[config.mk]
export PLATFORM = sky130hd
export DESIGN_NAME = serial_command_framing_crc
export DESIGN_NICKNAME = d
export VERILOG_FILES = /design/src/design/serial_command_framing_crc_pkg.sv /design/src/design/serial_command_framing_crc.sv
export VERILOG_INCLUDE_DIRS = /design/src /design/src/design
export SDC_FILE = /design/constraint.sdc
export NUM_CORES = 2
export LEC_CHECK = 0
export ABC_AREA = 1
export BUFFER_PORTS_ARGS = -buffer_cell sky130_fd_sc_hd__buf_2
export CAP_MARGIN = 20
export CORE_ASPECT_RATIO = 1.2
export CORE_UTILIZATION = 35
export CTS_BUF_LIST = sky130_fd_sc_hd__clkbuf_16
export DETAILED_ROUTE_END_ITERATION = 10
export PLACE_DENSITY = 0.57
export SYNTH_ARGS = -nofsm -noshare
export SYNTH_HDL_FRONTEND = slang
export SYNTH_SLANG_ARGS = --single-unit
[constraint.sdc]
create_clock -name i_clock -period 5.01 [get_ports i_clock]
set_clock_uncertainty 0.05 [all_clocks]
set_input_delay 0.2505 -clock i_clock [delete_from_list [all_inputs] [get_ports i_clock]]
set_output_delay 0.2505 -clock i_clock [all_outputs]
set_load 0.005 [all_outputs]
[src/design/serial_command_framing_crc_cfg.svh]
// =====================================================================
// Constants for the serial command framing and checking block
// =====================================================================
// Assumes a 100 MHz system clock and a host that speaks one command at a time.
// Notes on behaviour
// - Link runs 115200 baud, 8 data bits, 2 stop bits, no parity, no flow control.
// - Receiver gives up after 400 ms between two bytes of one command.
// - Multi-byte fields travel least significant byte first.
// - Host starts every exchange; device answers each and waits in between.
// - A frame is a 4-byte identifier, optional data, then a 2-byte checksum; the code takes no checksum when a command has no data.
// - Setter parameters take effect within 1 ms of the acknowledge.
// - Execute only known identifiers with matching checksum; each command used once.
// - Good command is echoed by identifier, then reply data and checksum; the code sends no checksum when the reply has no data.
// - Unknown identifier: drop, answer command-error code, set command-error flag.
// - Known identifier with bad checksum: drop, answer data-error code, set flag.
// - Checksum covers the data section only, never the identifier.
// - Checksum starts 0xFFFF, xor byte, eight right shifts with 0xA001 on carry.
// - A timed-out partial command is dropped and its buffer cleared; the code clears the identifier but leaves data bytes in the buffer.
// - A zero first byte is answered with a single zero byte.
// - Command-error answer is the word 0x63727265, low byte first.
// - Data-error answer is the word 0x64727265, low byte first.
`ifndef SERIAL_COMMAND_FRAMING_CRC_CFG_SVH
`define SERIAL_COMMAND_FRAMING_CRC_CFG_SVH
`define SCF_CLOCK_HZ 100000000
`define SCF_BAUD 115200
`define SCF_BIT_CYCLES (`SCF_CLOCK_HZ / `SCF_BAUD)
`define SCF_FRAME_BITS 11
`define SCF_TIMEOUT_MS 400
`define SCF_TIMEOUT_CYCLES (`SCF_TIMEOUT_MS * (`SCF_CLOCK_HZ / 1000))
`define SCF_APPLY_MS 1
`define SCF_APPLY_CYCLES (`SCF_APPLY_MS * (`SCF_CLOCK_HZ / 1000))
`define SCF_CRC_INIT 16'hFFFF
`define SCF_CRC_POLY 16'hA001
`define SCF_ERRC_CODE 32'h63727265
`define SCF_ERRD_CODE 32'h64727265
`define SCF_ID_BYTES 8'h04
`define SCF_BUF_DEPTH 128
`endif

[src/design/serial_command_framing_crc_pkg.sv]
// Types shared by the serial command framing block.
// Assumes the constants header is included by the design file.
package serial_command_framing_crc_pkg;
  typedef enum logic [2:0] {ST_IDLE, ST_ID, ST_LOOKUP, ST_DATA, ST_CRC, ST_CHECK, ST_REPLY}
    parse_state_t;
  typedef enum logic [1:0] {RK_ZERO, RK_ECHO, RK_ERRC, RK_ERRD} reply_kind_t;
endpackage : serial_command_framing_crc_pkg

[src/design/serial_command_framing_crc.sv]
// Serial command receiver, checker and replier with its own UART.
// Assumes a same-clock executor that looks up identifiers and supplies reply bytes.
`timescale 1ns/1ps
`include "serial_command_framing_crc_cfg.svh"
module serial_command_framing_crc
  import serial_command_framing_crc_pkg::*;
#(
  parameter int TIMEOUT_CYCLES = `SCF_TIMEOUT_CYCLES,
  // Default is the link rate at 100 MHz; a bench may shorten it to keep runs brief
  parameter int BAUD_DIVIDER = `SCF_BIT_CYCLES
)(
  input wire logic i_clock,
  input wire logic i_resetn,
  input wire logic i_rx,
  output logic o_tx,
  output logic [31:0] o_lookup_id,
  input wire logic i_id_known,
  input wire logic [7:0] i_id_data_len,
  input wire logic [7:0] i_id_reply_len,
  output logic o_cmd_valid,
  output logic [7:0] o_cmd_len,
  input wire logic [6:0] i_buf_index,
  output logic [7:0] o_buf_byte,
  output logic [7:0] o_reply_index,
  input wire logic [7:0] i_reply_byte,
  input wire logic i_status_clear,
  output logic o_cmd_error,
  output logic o_data_error
);
  localparam logic [9:0] BIT_CYCLES = 10'(BAUD_DIVIDER);
  localparam logic [31:0] TIMEOUT_LAST = 32'(TIMEOUT_CYCLES - 1);

  // =====================================================================
  // Checksum step
  // =====================================================================
  function automatic logic [15:0] checksum_function(input logic [15:0] crc_in,
                                                     input logic [7:0] data);
    logic [15:0] c;
    c = crc_in ^ {8'h00, data};
    for (int j = 0; j < 8; j++)
    begin
      c = c[0] ? ((c >> 1) ^ `SCF_CRC_POLY) : (c >> 1);
    end
    return c;
  endfunction : checksum_function

  // =====================================================================
  // Receiver, 8 data bits framed by start and stop
  // =====================================================================
  logic rx_meta, rx_sync;
  logic rx_busy, next_rx_busy;
  logic [9:0] rx_cnt, next_rx_cnt;
  logic [3:0] rx_bit, next_rx_bit;
  logic [7:0] rx_shift, next_rx_shift;
  logic rx_strobe, next_rx_strobe;

  always_comb
  begin
    next_rx_busy = rx_busy;
    next_rx_cnt = rx_cnt;
    next_rx_bit = rx_bit;
    next_rx_shift = rx_shift;
    next_rx_strobe = 1'b0;
    if (!rx_busy)
    begin
      if (!rx_sync)
      begin
        next_rx_busy = 1'b1;
        next_rx_cnt = BIT_CYCLES >> 1;
        next_rx_bit = 4'h0;
      end
    end
    else if (rx_cnt != 10'h000)
    begin
      next_rx_cnt = rx_cnt - 10'h001;
    end
    else
    begin
      next_rx_cnt = BIT_CYCLES - 10'h001;
      next_rx_bit = rx_bit + 4'h1;
      if (rx_bit == 4'h0)
      begin
        next_rx_busy = !rx_sync;
      end
      else if (rx_bit <= 4'h8)
      begin
        next_rx_shift = {rx_sync, rx_shift[7:1]};
      end
      else
      begin
        // Only the first stop bit is checked so the next start is not missed
        next_rx_busy = 1'b0;
        next_rx_strobe = rx_sync;
      end
    end
  end

  always_ff @(posedge i_clock)
  begin
    rx_meta <= i_rx;
    rx_sync <= rx_meta;
    if (!i_resetn)
    begin
      rx_busy <= 1'b0;
      rx_cnt <= 10'h000;
      rx_bit <= 4'h0;
      rx_shift <= 8'h00;
      rx_strobe <= 1'b0;
    end
    else
    begin
      rx_busy <= next_rx_busy;
      rx_cnt <= next_rx_cnt;
      rx_bit <= next_rx_bit;
      rx_shift <= next_rx_shift;
      rx_strobe <= next_rx_strobe;
    end
  end

  // =====================================================================
  // Transmitter, start + 8 data + 2 stop
  // =====================================================================
  logic tx_go, next_tx_go;
  logic [7:0] tx_data, next_tx_data;
  logic tx_busy, next_tx_busy;
  logic [9:0] tx_cnt, next_tx_cnt;
  logic [3:0] tx_bit, next_tx_bit;
  logic [10:0] tx_shift, next_tx_shift;
  logic next_tx_line;

  always_comb
  begin
    next_tx_busy = tx_busy;
    next_tx_cnt = tx_cnt;
    next_tx_bit = tx_bit;
    next_tx_shift = tx_shift;
    if (!tx_busy)
    begin
      if (tx_go)
      begin
        next_tx_busy = 1'b1;
        next_tx_cnt = BIT_CYCLES - 10'h001;
        next_tx_bit = 4'h0;
        next_tx_shift = {2'b11, tx_data, 1'b0};
      end
    end
    else if (tx_cnt != 10'h000)
    begin
      next_tx_cnt = tx_cnt - 10'h001;
    end
    else
    begin
      next_tx_cnt = BIT_CYCLES - 10'h001;
      next_tx_bit = tx_bit + 4'h1;
      next_tx_shift = {1'b1, tx_shift[10:1]};
      next_tx_busy = (tx_bit != 4'(`SCF_FRAME_BITS - 1));
    end
    next_tx_line = next_tx_busy ? next_tx_shift[0] : 1'b1;
  end

  always_ff @(posedge i_clock)
  begin
    if (!i_resetn)
    begin
      tx_busy <= 1'b0;
      tx_cnt <= 10'h000;
      tx_bit <= 4'h0;
      tx_shift <= 11'h7FF;
      o_tx <= 1'b1;
    end
    else
    begin
      tx_busy <= next_tx_busy;
      tx_cnt <= next_tx_cnt;
      tx_bit <= next_tx_bit;
      tx_shift <= next_tx_shift;
      o_tx <= next_tx_line;
    end
  end

  // =====================================================================
  // Command parser and replier
  // =====================================================================
  parse_state_t state, next_state;
  reply_kind_t kind, next_kind;
  logic [8:0] idx, next_idx;
  logic [8:0] total;
  logic [7:0] dlen, next_dlen;
  logic [7:0] rlen, next_rlen;
  logic [15:0] crc, next_crc;
  logic [15:0] rx_crc, next_rx_crc;
  logic [31:0] tout, next_tout;
  logic [31:0] next_lookup_id;
  logic next_cmd_valid, next_cmd_error, next_data_error;
  logic [7:0] next_reply_index;
  logic buf_we;
  logic [7:0] mem [0:`SCF_BUF_DEPTH-1];
  logic [31:0] word;
  logic rx_byte_zero;

  assign rx_byte_zero = (rx_shift == 8'h00);

  always_comb
  begin
    next_state = state;
    next_kind = kind;
    next_idx = idx;
    next_dlen = dlen;
    next_rlen = rlen;
    next_crc = crc;
    next_rx_crc = rx_crc;
    next_lookup_id = o_lookup_id;
    next_cmd_valid = 1'b0;
    next_tx_go = 1'b0;
    next_tx_data = tx_data;
    buf_we = 1'b0;
    next_cmd_error = o_cmd_error && !i_status_clear;
    next_data_error = o_data_error && !i_status_clear;
    next_tout = (rx_strobe || state == ST_IDLE) ? 32'h0 : tout + 32'h1;
    word = (kind == RK_ERRC) ? `SCF_ERRC_CODE : (kind == RK_ERRD) ? `SCF_ERRD_CODE : o_lookup_id;
    total = (kind == RK_ZERO) ? 9'h001 :
            (kind != RK_ECHO || rlen == 8'h00) ? 9'(`SCF_ID_BYTES) :
            9'(rlen) + 9'h006;
    case (state)
      ST_IDLE:
      begin
        if (rx_strobe && rx_byte_zero)
        begin
          next_kind = RK_ZERO;
          next_idx = 9'h000;
          next_state = ST_REPLY;
        end
        else if (rx_strobe)
        begin
          next_lookup_id = {24'h000000, rx_shift};
          next_idx = 9'h001;
          next_state = ST_ID;
        end
      end
      ST_ID:
      begin
        if (rx_strobe)
        begin
          next_lookup_id[idx[1:0]*8 +: 8] = rx_shift;
          next_idx = idx + 9'h001;
          if (idx == 9'h003)
          begin
            next_state = ST_LOOKUP;
          end
        end
      end
      ST_LOOKUP:
      begin
        next_idx = 9'h000;
        next_dlen = i_id_data_len;
        next_rlen = i_id_reply_len;
        next_crc = `SCF_CRC_INIT;
        if (!i_id_known)
        begin
          // Trailing bytes of an unknown command that arrive during the reply are dropped; later ones are parsed afresh
          next_kind = RK_ERRC;
          next_cmd_error = 1'b1;
          next_state = ST_REPLY;
        end
        else if (i_id_data_len == 8'h00)
        begin
          next_kind = RK_ECHO;
          next_cmd_valid = 1'b1;
          next_state = ST_REPLY;
        end
        else
        begin
          next_state = ST_DATA;
        end
      end
      ST_DATA:
      begin
        if (rx_strobe)
        begin
          buf_we = 1'b1;
          next_crc = checksum_function(crc, rx_shift);
          next_idx = idx + 9'h001;
          if (idx == 9'(dlen) - 9'h001)
          begin
            next_idx = 9'h000;
            next_state = ST_CRC;
          end
        end
      end
      ST_CRC:
      begin
        if (rx_strobe)
        begin
          next_rx_crc[idx[0]*8 +: 8] = rx_shift;
          next_idx = idx + 9'h001;
          if (idx == 9'h001)
          begin
            next_state = ST_CHECK;
          end
        end
      end
      ST_CHECK:
      begin
        next_idx = 9'h000;
        next_crc = `SCF_CRC_INIT;
        if (rx_crc == crc)
        begin
          next_kind = RK_ECHO;
          next_cmd_valid = 1'b1;
        end
        else
        begin
          next_kind = RK_ERRD;
          next_data_error = 1'b1;
        end
        next_state = ST_REPLY;
      end
      default:
      begin
        // Bytes arriving while answering are dropped: the host must wait
        if (!tx_busy && !tx_go)
        begin
          if (idx == total)
          begin
            next_state = ST_IDLE;
            next_idx = 9'h000;
          end
          else
          begin
            next_tx_go = 1'b1;
            next_idx = idx + 9'h001;
            if (kind == RK_ZERO)
            begin
              next_tx_data = 8'h00;
            end
            else if (idx < 9'h004)
            begin
              next_tx_data = word[idx[1:0]*8 +: 8];
            end
            else if (idx < 9'(rlen) + 9'h004)
            begin
              next_tx_data = i_reply_byte;
              next_crc = checksum_function(crc, i_reply_byte);
            end
            else
            begin
              // Low checksum byte first whatever the parity of the reply length
              next_tx_data = crc[{idx[0] ^ rlen[0], 3'b000} +: 8];
            end
          end
        end
      end
    endcase
    if ((state == ST_ID || state == ST_DATA || state == ST_CRC) && !rx_strobe
        && tout == TIMEOUT_LAST)
    begin
      next_state = ST_IDLE;
      next_idx = 9'h000;
      next_lookup_id = 32'h0;
      next_tout = 32'h0;
    end
    next_reply_index = 8'(next_idx - 9'h004);
  end

  always_ff @(posedge i_clock)
  begin
    if (buf_we)
    begin
      mem[idx[6:0]] <= rx_shift;
    end
    o_buf_byte <= mem[i_buf_index];
  end

  always_ff @(posedge i_clock)
  begin
    if (!i_resetn)
    begin
      state <= ST_IDLE;
      kind <= RK_ZERO;
      idx <= 9'h000;
      dlen <= 8'h00;
      rlen <= 8'h00;
      crc <= `SCF_CRC_INIT;
      rx_crc <= 16'h0000;
      tout <= 32'h0;
      o_lookup_id <= 32'h0;
      o_cmd_valid <= 1'b0;
      o_cmd_len <= 8'h00;
      o_cmd_error <= 1'b0;
      o_data_error <= 1'b0;
      o_reply_index <= 8'h00;
      tx_go <= 1'b0;
      tx_data <= 8'h00;
    end
    else
    begin
      state <= next_state;
      kind <= next_kind;
      idx <= next_idx;
      dlen <= next_dlen;
      rlen <= next_rlen;
      crc <= next_crc;
      rx_crc <= next_rx_crc;
      tout <= next_tout;
      o_lookup_id <= next_lookup_id;
      o_cmd_valid <= next_cmd_valid;
      o_cmd_len <= next_dlen;
      o_cmd_error <= next_cmd_error;
      o_data_error <= next_data_error;
      o_reply_index <= next_reply_index;
      tx_go <= next_tx_go;
      tx_data <= next_tx_data;
    end
  end
endmodule : serial_command_framing_crc

## Word-level counts from Yosys, hierarchy flattened

Memory sizes are Yosys's and may differ from the RTL's. A register that Yosys moved wholly into a read port is not among the register bits.
Cells that the tools add are included.

| word-level totals | value |
|---|---|
| register bits after elaboration | 199 |
| latch bits | 0 |
| memory bits (writable) | 1024 |
| ROM bits | 0 |
| output and inout port bits | 60 |
| word-level logic and storage cells | 256 |
| memories kept | 1 |

| cells by class | value |
|---|---|
| add/sub/neg operators | 12 |
| $mul | 0 |
| div/mod/pow operators | 0 |
| magnitude comparators | 3 |
| equal/unequal tests | 32 |
| shifts and indexed selects | 6 |
| multiplexer cells | 99 |
| bitwise gates (word level) | 27 |
| reductions and logical operators | 48 |

Memory list:

| name | words | width | rd ports | clocked after Yosys merged registers in | wr ports | RTL line | RTL |
|---|---|---|---|---|---|---|---|
| mem | 128 | 8 | 1 | 1 | 1 | serial_command_framing_crc.sv:197 | `` logic [7:0] mem [0:`SCF_BUF_DEPTH-1]; `` |

Operator list:

| cell | number |
|---|---|
| two-way mux 16 bit | 22 |
| two-way mux 32 bit | 5 |
| two-way mux 9 bit | 10 |
| one-hot mux 32 bit (2 select lines) | 1 |
| two-way mux 10 bit | 6 |
| NOT 2 -> 3 bit | 16 |
| one-hot mux 16 bit (3 select lines) | 1 |
| two-way mux 3 bit | 12 |
| one-hot mux 9 bit (4 select lines) | 1 |
| negator 4 -> 34 bit | 1 |
| negator 5 -> 34 bit | 1 |
| variable shift 8 x 34 -> 16 bit (first input constant) | 1 |
| variable shift 8 x 34 -> 32 bit (first input constant) | 1 |
| variable part select 8 x 34 -> 16 bit | 1 |
| variable part select 8 x 34 -> 32 bit | 1 |
| two-way mux 11 bit | 3 |
| adder 32 x 1 -> 32 bit (second input constant) | 1 |
| bitwise mux 32 bit | 1 |
| == test 32 x 26 -> 1 bit (second input constant) | 1 |
| variable part select 32 x 6 -> 8 bit | 1 |
| bitwise XOR 16 x 8 -> 16 bit | 2 |
| logical NOT 8 bit | 3 |
| two-way mux 4 bit | 6 |
| two-way mux 8 bit | 3 |
| 51 further kinds | 126 |

## Depth between registers and ports, before layout

| logic depth | value |
|---|---|
| depth after elaboration | 23 |
| depth in mapped cells | 22 |
| gate-level depth less buffers | 22 |

## Least setup slack after synthesis

OpenSTA, ideal clock, no wires.

| timing | value |
|---|---|
| path type | register to register |
| from | reg rx_shift[0] |
| to | reg crc[0] |
| setup time | 0.137 ns |
| arrival | 3.356 ns |
| data required time | 4.823 ns |
| path slack | 1.467 ns |
| cell stages (with the launch flop) | 17 |
| path buffers | 1 |
| period minus slack after synthesis | 3.543 ns |
| path through | dfxtp_1 buf_2 xnor2_1 xnor2_1 inv_1 nand2_1 nand2_1 nand2_1 nand2_1 nand2_1 nand2_1 nand2_1 nand2_1 nand2_1 nand3_1 nand3_1 nand3_1 |

| on the way | value |
|---|---|
| longest elaborated chain between the ends | 11 |

Ends and longest elaborated chain:

| item | RTL line | RTL |
|---|---|---|
| start: declaration | serial_command_framing_crc.sv:54 | `logic [7:0] rx_shift, next_rx_shift;` |
| start signal: assignment | serial_command_framing_crc.sv:115 | `rx_shift <= next_rx_shift;` |
| bitwise XOR 16 x 8 -> 16 bit | serial_command_framing_crc.sv:39 | `c = crc_in ^ {8'h00, data};` |
| two-way mux 16 bit (8 in series) | serial_command_framing_crc.sv:42 | `` c = c[0] ? ((c >> 1) ^ `SCF_CRC_POLY) : (c >> 1); `` |
| two-way mux 16 bit | serial_command_framing_crc.sv:278 | `if (rx_strobe)` |
| one-hot mux 16 bit (3 select lines) | serial_command_framing_crc.sv:224 | `case (state)` |
| end signal: assignment | serial_command_framing_crc.sv:383 | `` crc <= `SCF_CRC_INIT; `` |
| end signal: assignment | serial_command_framing_crc.sv:402 | `crc <= next_crc;` |
| end: declaration | serial_command_framing_crc.sv:190 | `logic [15:0] crc, next_crc;` |

Every way passes these cells. The select of a mux whose other input is x is not followed.
A chain may end at the register's enable or synchronous reset.

## Worst setup path in the final report

| timing | value |
|---|---|
| from | reg rlen[3] |
| to | reg crc[3] |

| on the way | value |
|---|---|
| longest elaborated chain between the ends | 7 |
| elaborated cells between the ends (all ways) | 11 |
| classes of those cells | add/sub (2); order compare (1); eq/ne (2); mux (2); reduce/logical (4) |

Ends and longest elaborated chain:

| item | RTL line | RTL |
|---|---|---|
| start: declaration | serial_command_framing_crc.sv:189 | `logic [7:0] rlen, next_rlen;` |
| start signal: assignment | serial_command_framing_crc.sv:401 | `rlen <= next_rlen;` |
| parallel branches: the longest is 6 deep, another holds adder 8 x 3 -> 9 bit | -- |  |
| AND reduction 7 bit (no source line) (*) | -- |  |

Mark *: on every way between the ends.

==> impl_metrics.toml <==
[run_status]
status = "finished, final reports clean"

[synth]
syn_avg_cell_area_um2 = 11.00
syn_nets = 4783
ys_seq_elements = 1229
synthesis.area_um2 = 51920
synth_cell_type_count = 61
yosysSeqAreaShare_pct = 67.13
synth_cells = 4720
ys_warn_count = 0

[finish]
register_area_um2 = 34880
drive_above_1_share_pct = 8.929
layout.cells.non_filler = 6789
layout.nets = 4797
areaGrowthSynthToFinish_pct = 12.39
multiInputGateArea_um2 = 14970
fillers = 14140

[floorplan]
die_area_um2 = 149900
num_rows = 154
coreArea_um2 = 147000
pin_count = 96
initial_utilization_pct = 35.31
die_x_um = 353.6
die_h_um = 423.9

[critical_path]
cp-startpoint = "rlen[3]$_SDFFE_PN0P_"
reg2reg_to = "crc[3]$_SDFFE_PN1P_"
critPathKind = "flop to flop"
reg2reg_slack_ns = 1.45
critPathMaxFanout = 22
critPathCapture = "crc[3]$_SDFFE_PN1P_"
crit_path_start_kind = "flop"
worstPathArrival_ns = 4.19
r2r_cells = 16
crit_path_end_kind = "flop"
r2r-start = "rlen[3]$_SDFFE_PN0P_"
required_ns = 5.64

[global_routing]
grt_pass1_wl_um = 225400
grt_pass1_vias = 35680
overflow = 0
grt_max_degree = 145
antenna_found_initial = 4
track_usage_pct = 19.61

[timing]
hold_ws_ns = 0.1345
slew-limit-headroom_pct = 25.90
min_period_over_period_pct = 71.12
final-hold-violation-count = 0
period_needed_ns = 3.563
slew_violations = 0
finalSetupTns_ns = 0
setup_viol = 0
rsz0062_at_grt = "no"
fmax_mhz = 280.6
tightest_slew_ns = 1.111

[pwr]
switching_share_pct = 27.31
pwr-share-seq_pct = 49.0
pwr-share-clk_pct = 38.0
p_leak_nw = 19.69
combPwrFrac_pct = 13.0
irDropWorstVdd_mv = 0.4836
p_switching_mw = 6.293
p_int_mw = 16.75
p_per_area_nw_per_um2 = 394.9

[job]
drv_cap = 0

[worst_hold_path]
hp-class = "primary input to flop"
hold_depth = 3

[clock_network]
clock_path_buffers = 3
htreeDepth = 3
numClockSinks = 1229
hold_buffers = 32
cts-resized-gates = 0
clockRootBuffer = "clkbuf_16"
cts_setup_buffers = 0
clk_pin_slew_ns = 0.06
cts_tree = "done"
clock_latency_ns = 0.75
cts_buffers = 121

[detailed_routing]
antenna_left = 0
drt_pre_antenna_iters = 6
wl_per_cell_um = 22.12
drt-vias-per-instance = 5.426
first_iter_violations = 3538
num_vias = 36840
drc = 0
wl_um = 150200

[placed_design]
post-dp-hpwl_um = 90200
dp_cells = 6529
gp_congestion = 0.9063
io_buffers = 95
## power groups by stage
stage	sequential [mW]	clock (mW)	combinational [mW]
global route	11.3	9.27	3.30
detailed placement	11.5	0	2.92
CTS	11.3	8.89	2.96
floorplan	11.4	0	2.10
global placement	11.5	0	2.91
finish	11.3	8.76	2.99
## routing by layer
metal	vias up	share of wire [%]	GRT usage, %
met1	18160	41	25.53
met2	1333	48	32.74
met5	-	0	0
li1	17080	-	-
met4	0	4.2	8.788
met3	276	6.6	2.331
## registers in the layout, summed over array words and instances (netlist names), 7 cells and up
name / cells
o_reply_index: 8
rlen: 8
o_buf_byte: 8
rx_cnt: 10
idx: 7
rx_crc: 16
tout: 32
rx_shift: 8
o_lookup_id: 32
crc: 16
tx_cnt: 10
tx_data: 8
mem: 1024
tx_shift: 11
dlen: 8
## synth_stat cells (all sizes together)
cell | n | area share, %
edfxtp | 1024 | 59
nor2 | 950 | 7.1
o21ai | 754 | 7.3
nand2 | 362 | 2.7
o22ai | 257 | 3.1
inv | 209 | 1.5
dfxtp | 205 | 7.9
clkbuf | 188 | 1.4
a21oi | 173 | 1.7
nand3 | 125 | 1.3
buf | 109 | 1.1
o221ai | 65 | 1.1
xor2 | 45 | 0.76
nand4 | 41 | 0.49
nor3 | 36 | 0.39
ha | 27 | 0.65
xnor2 | 24 | 0.40
o211ai | 20 | 0.32
a211oi | 19 | 0.27
nor4 | 14 | 0.25
a31oi | 11 | 0.13
nor3b | 10 | 0.14
o311ai | 8 | 0.13
or2 | 8 | 0.096
o21a | 6 | 0.087
nand3b | 5 | 0.072
a221oi | 4 | 0.067
o31ai | 3 | 0.053
o32ai | 3 | 0.051
and3 | 2 | 0.024
clkinv | 2 | 0.014
o2111ai | 2 | 0.034
or3 | 2 | 0.024
a2111oi | 1 | 0.029
a21boi | 1 | 0.022
a221o | 1 | 0.019
a311oi | 1 | 0.017
a31o | 1 | 0.017
mux2i | 1 | 0.019
o21bai | 1 | 0.014
## cells by family (layout without fill, tap and decap cells)
| logic type | Yosys count | after routing | synth area share (%) |
|---|---|---|---|
| mux | 1 | 1 | 0.01928 |
| xor+xnor | 69 | 69 | 1.164 |
| compound gates | 1331 | 1331 | 14.45 |
| fa+ha+maj | 27 | 27 | 0.6507 |
| simple gates | 1555 | 1555 | 12.56 |
| other cells | 0 | 1 | 0 |
| buf+inv | 508 | 626 | 4.027 |
| flops | 1229 | 1229 | 67.13 |
## stage by stage
stage          utilization (%)  area [µm²]  worst slack [ns]  power (mW)
2_1_floorplan                -       51920             1.467       13.50
5_1_grt                  39.69       58350            0.9632       23.87
6_report                 39.69       58350             1.447       23.04
4_1_cts                  39.69       58350             1.475       23.14
3_3_place_gp             36.88       54210             1.348       14.42
3_5_place_dp             36.89       54240             1.483       14.43
## how the worst min path moves through the flow
stage,start,endpoint,slack (ns)
2_1_floorplan,i_rx,rx_meta$_DFF_P_,0.23
3_3_place_gp,rx_meta$_DFF_P_,rx_sync$_DFF_P_,0.27
3_5_place_dp,rx_meta$_DFF_P_,rx_sync$_DFF_P_,0.27
4_1_cts,i_buf_index[5],o_buf_byte[7]$_DFF_P_,0.07
5_1_grt,i_buf_index[5],o_buf_byte[7]$_DFF_P_,0.13
6_report,i_buf_index[5],o_buf_byte[7]$_DFF_P_,0.13
## cells in the final DEF, fill, tap and decap left out, types with 7 or more instances in the layout
master,instances
dfxtp_4,8
clkinv_2,18
or2_2,7
buf_4,48
o22ai_1,257
nor3b_1,10
nand3_1,120
clkinv_1,27
inv_1,214
nand2_1,346
o221ai_1,65
nor4_1,10
a21oi_1,168
dfxtp_1,197
nor3_1,32
xor2_1,45
buf_12,13
o21ai_0,739
buf_2,92
nand2_2,12
ha_1,27
nand4_1,41
xnor2_1,24
bufinv_16,7
clkbuf_16,122
nor2_1,929
o21ai_1,13
a211oi_1,19
inv_2,30
dlygate4sd3_1,32
edfxtp_1,1024
o211ai_1,17
nor2_2,13
a31oi_1,11
## critical path, stage by stage (launching register included)
cell and delay, ns:
dfxtp_1 0.42, ha_1 0.22, inv_1 0.09, nor2_1 0.20
xor2_1 0.17, ha_1 0.26, a21oi_1 0.17, nor3_1 0.06
a211oi_1 0.19, nand3_1 0.38, inv_1 0.31, nand3_2 0.10
nand2_1 0.08, nand2_2 0.27, inv_2 0.30, o21ai_0 0.15
o211ai_2 0.07
## cell type report
type,instances,area share (%)
Inverter,211,1.387
Clock buffer,122,5.232
Timing Repair Buffer,188,2.494
Tap cell,1950,4.181
Sequential cell,1229,59.78
Antenna cell,1,0.004289
Clock inverter,105,1.254
Multi-Input combinational cell,2983,25.66
Power figures use the tool's default switching activity.
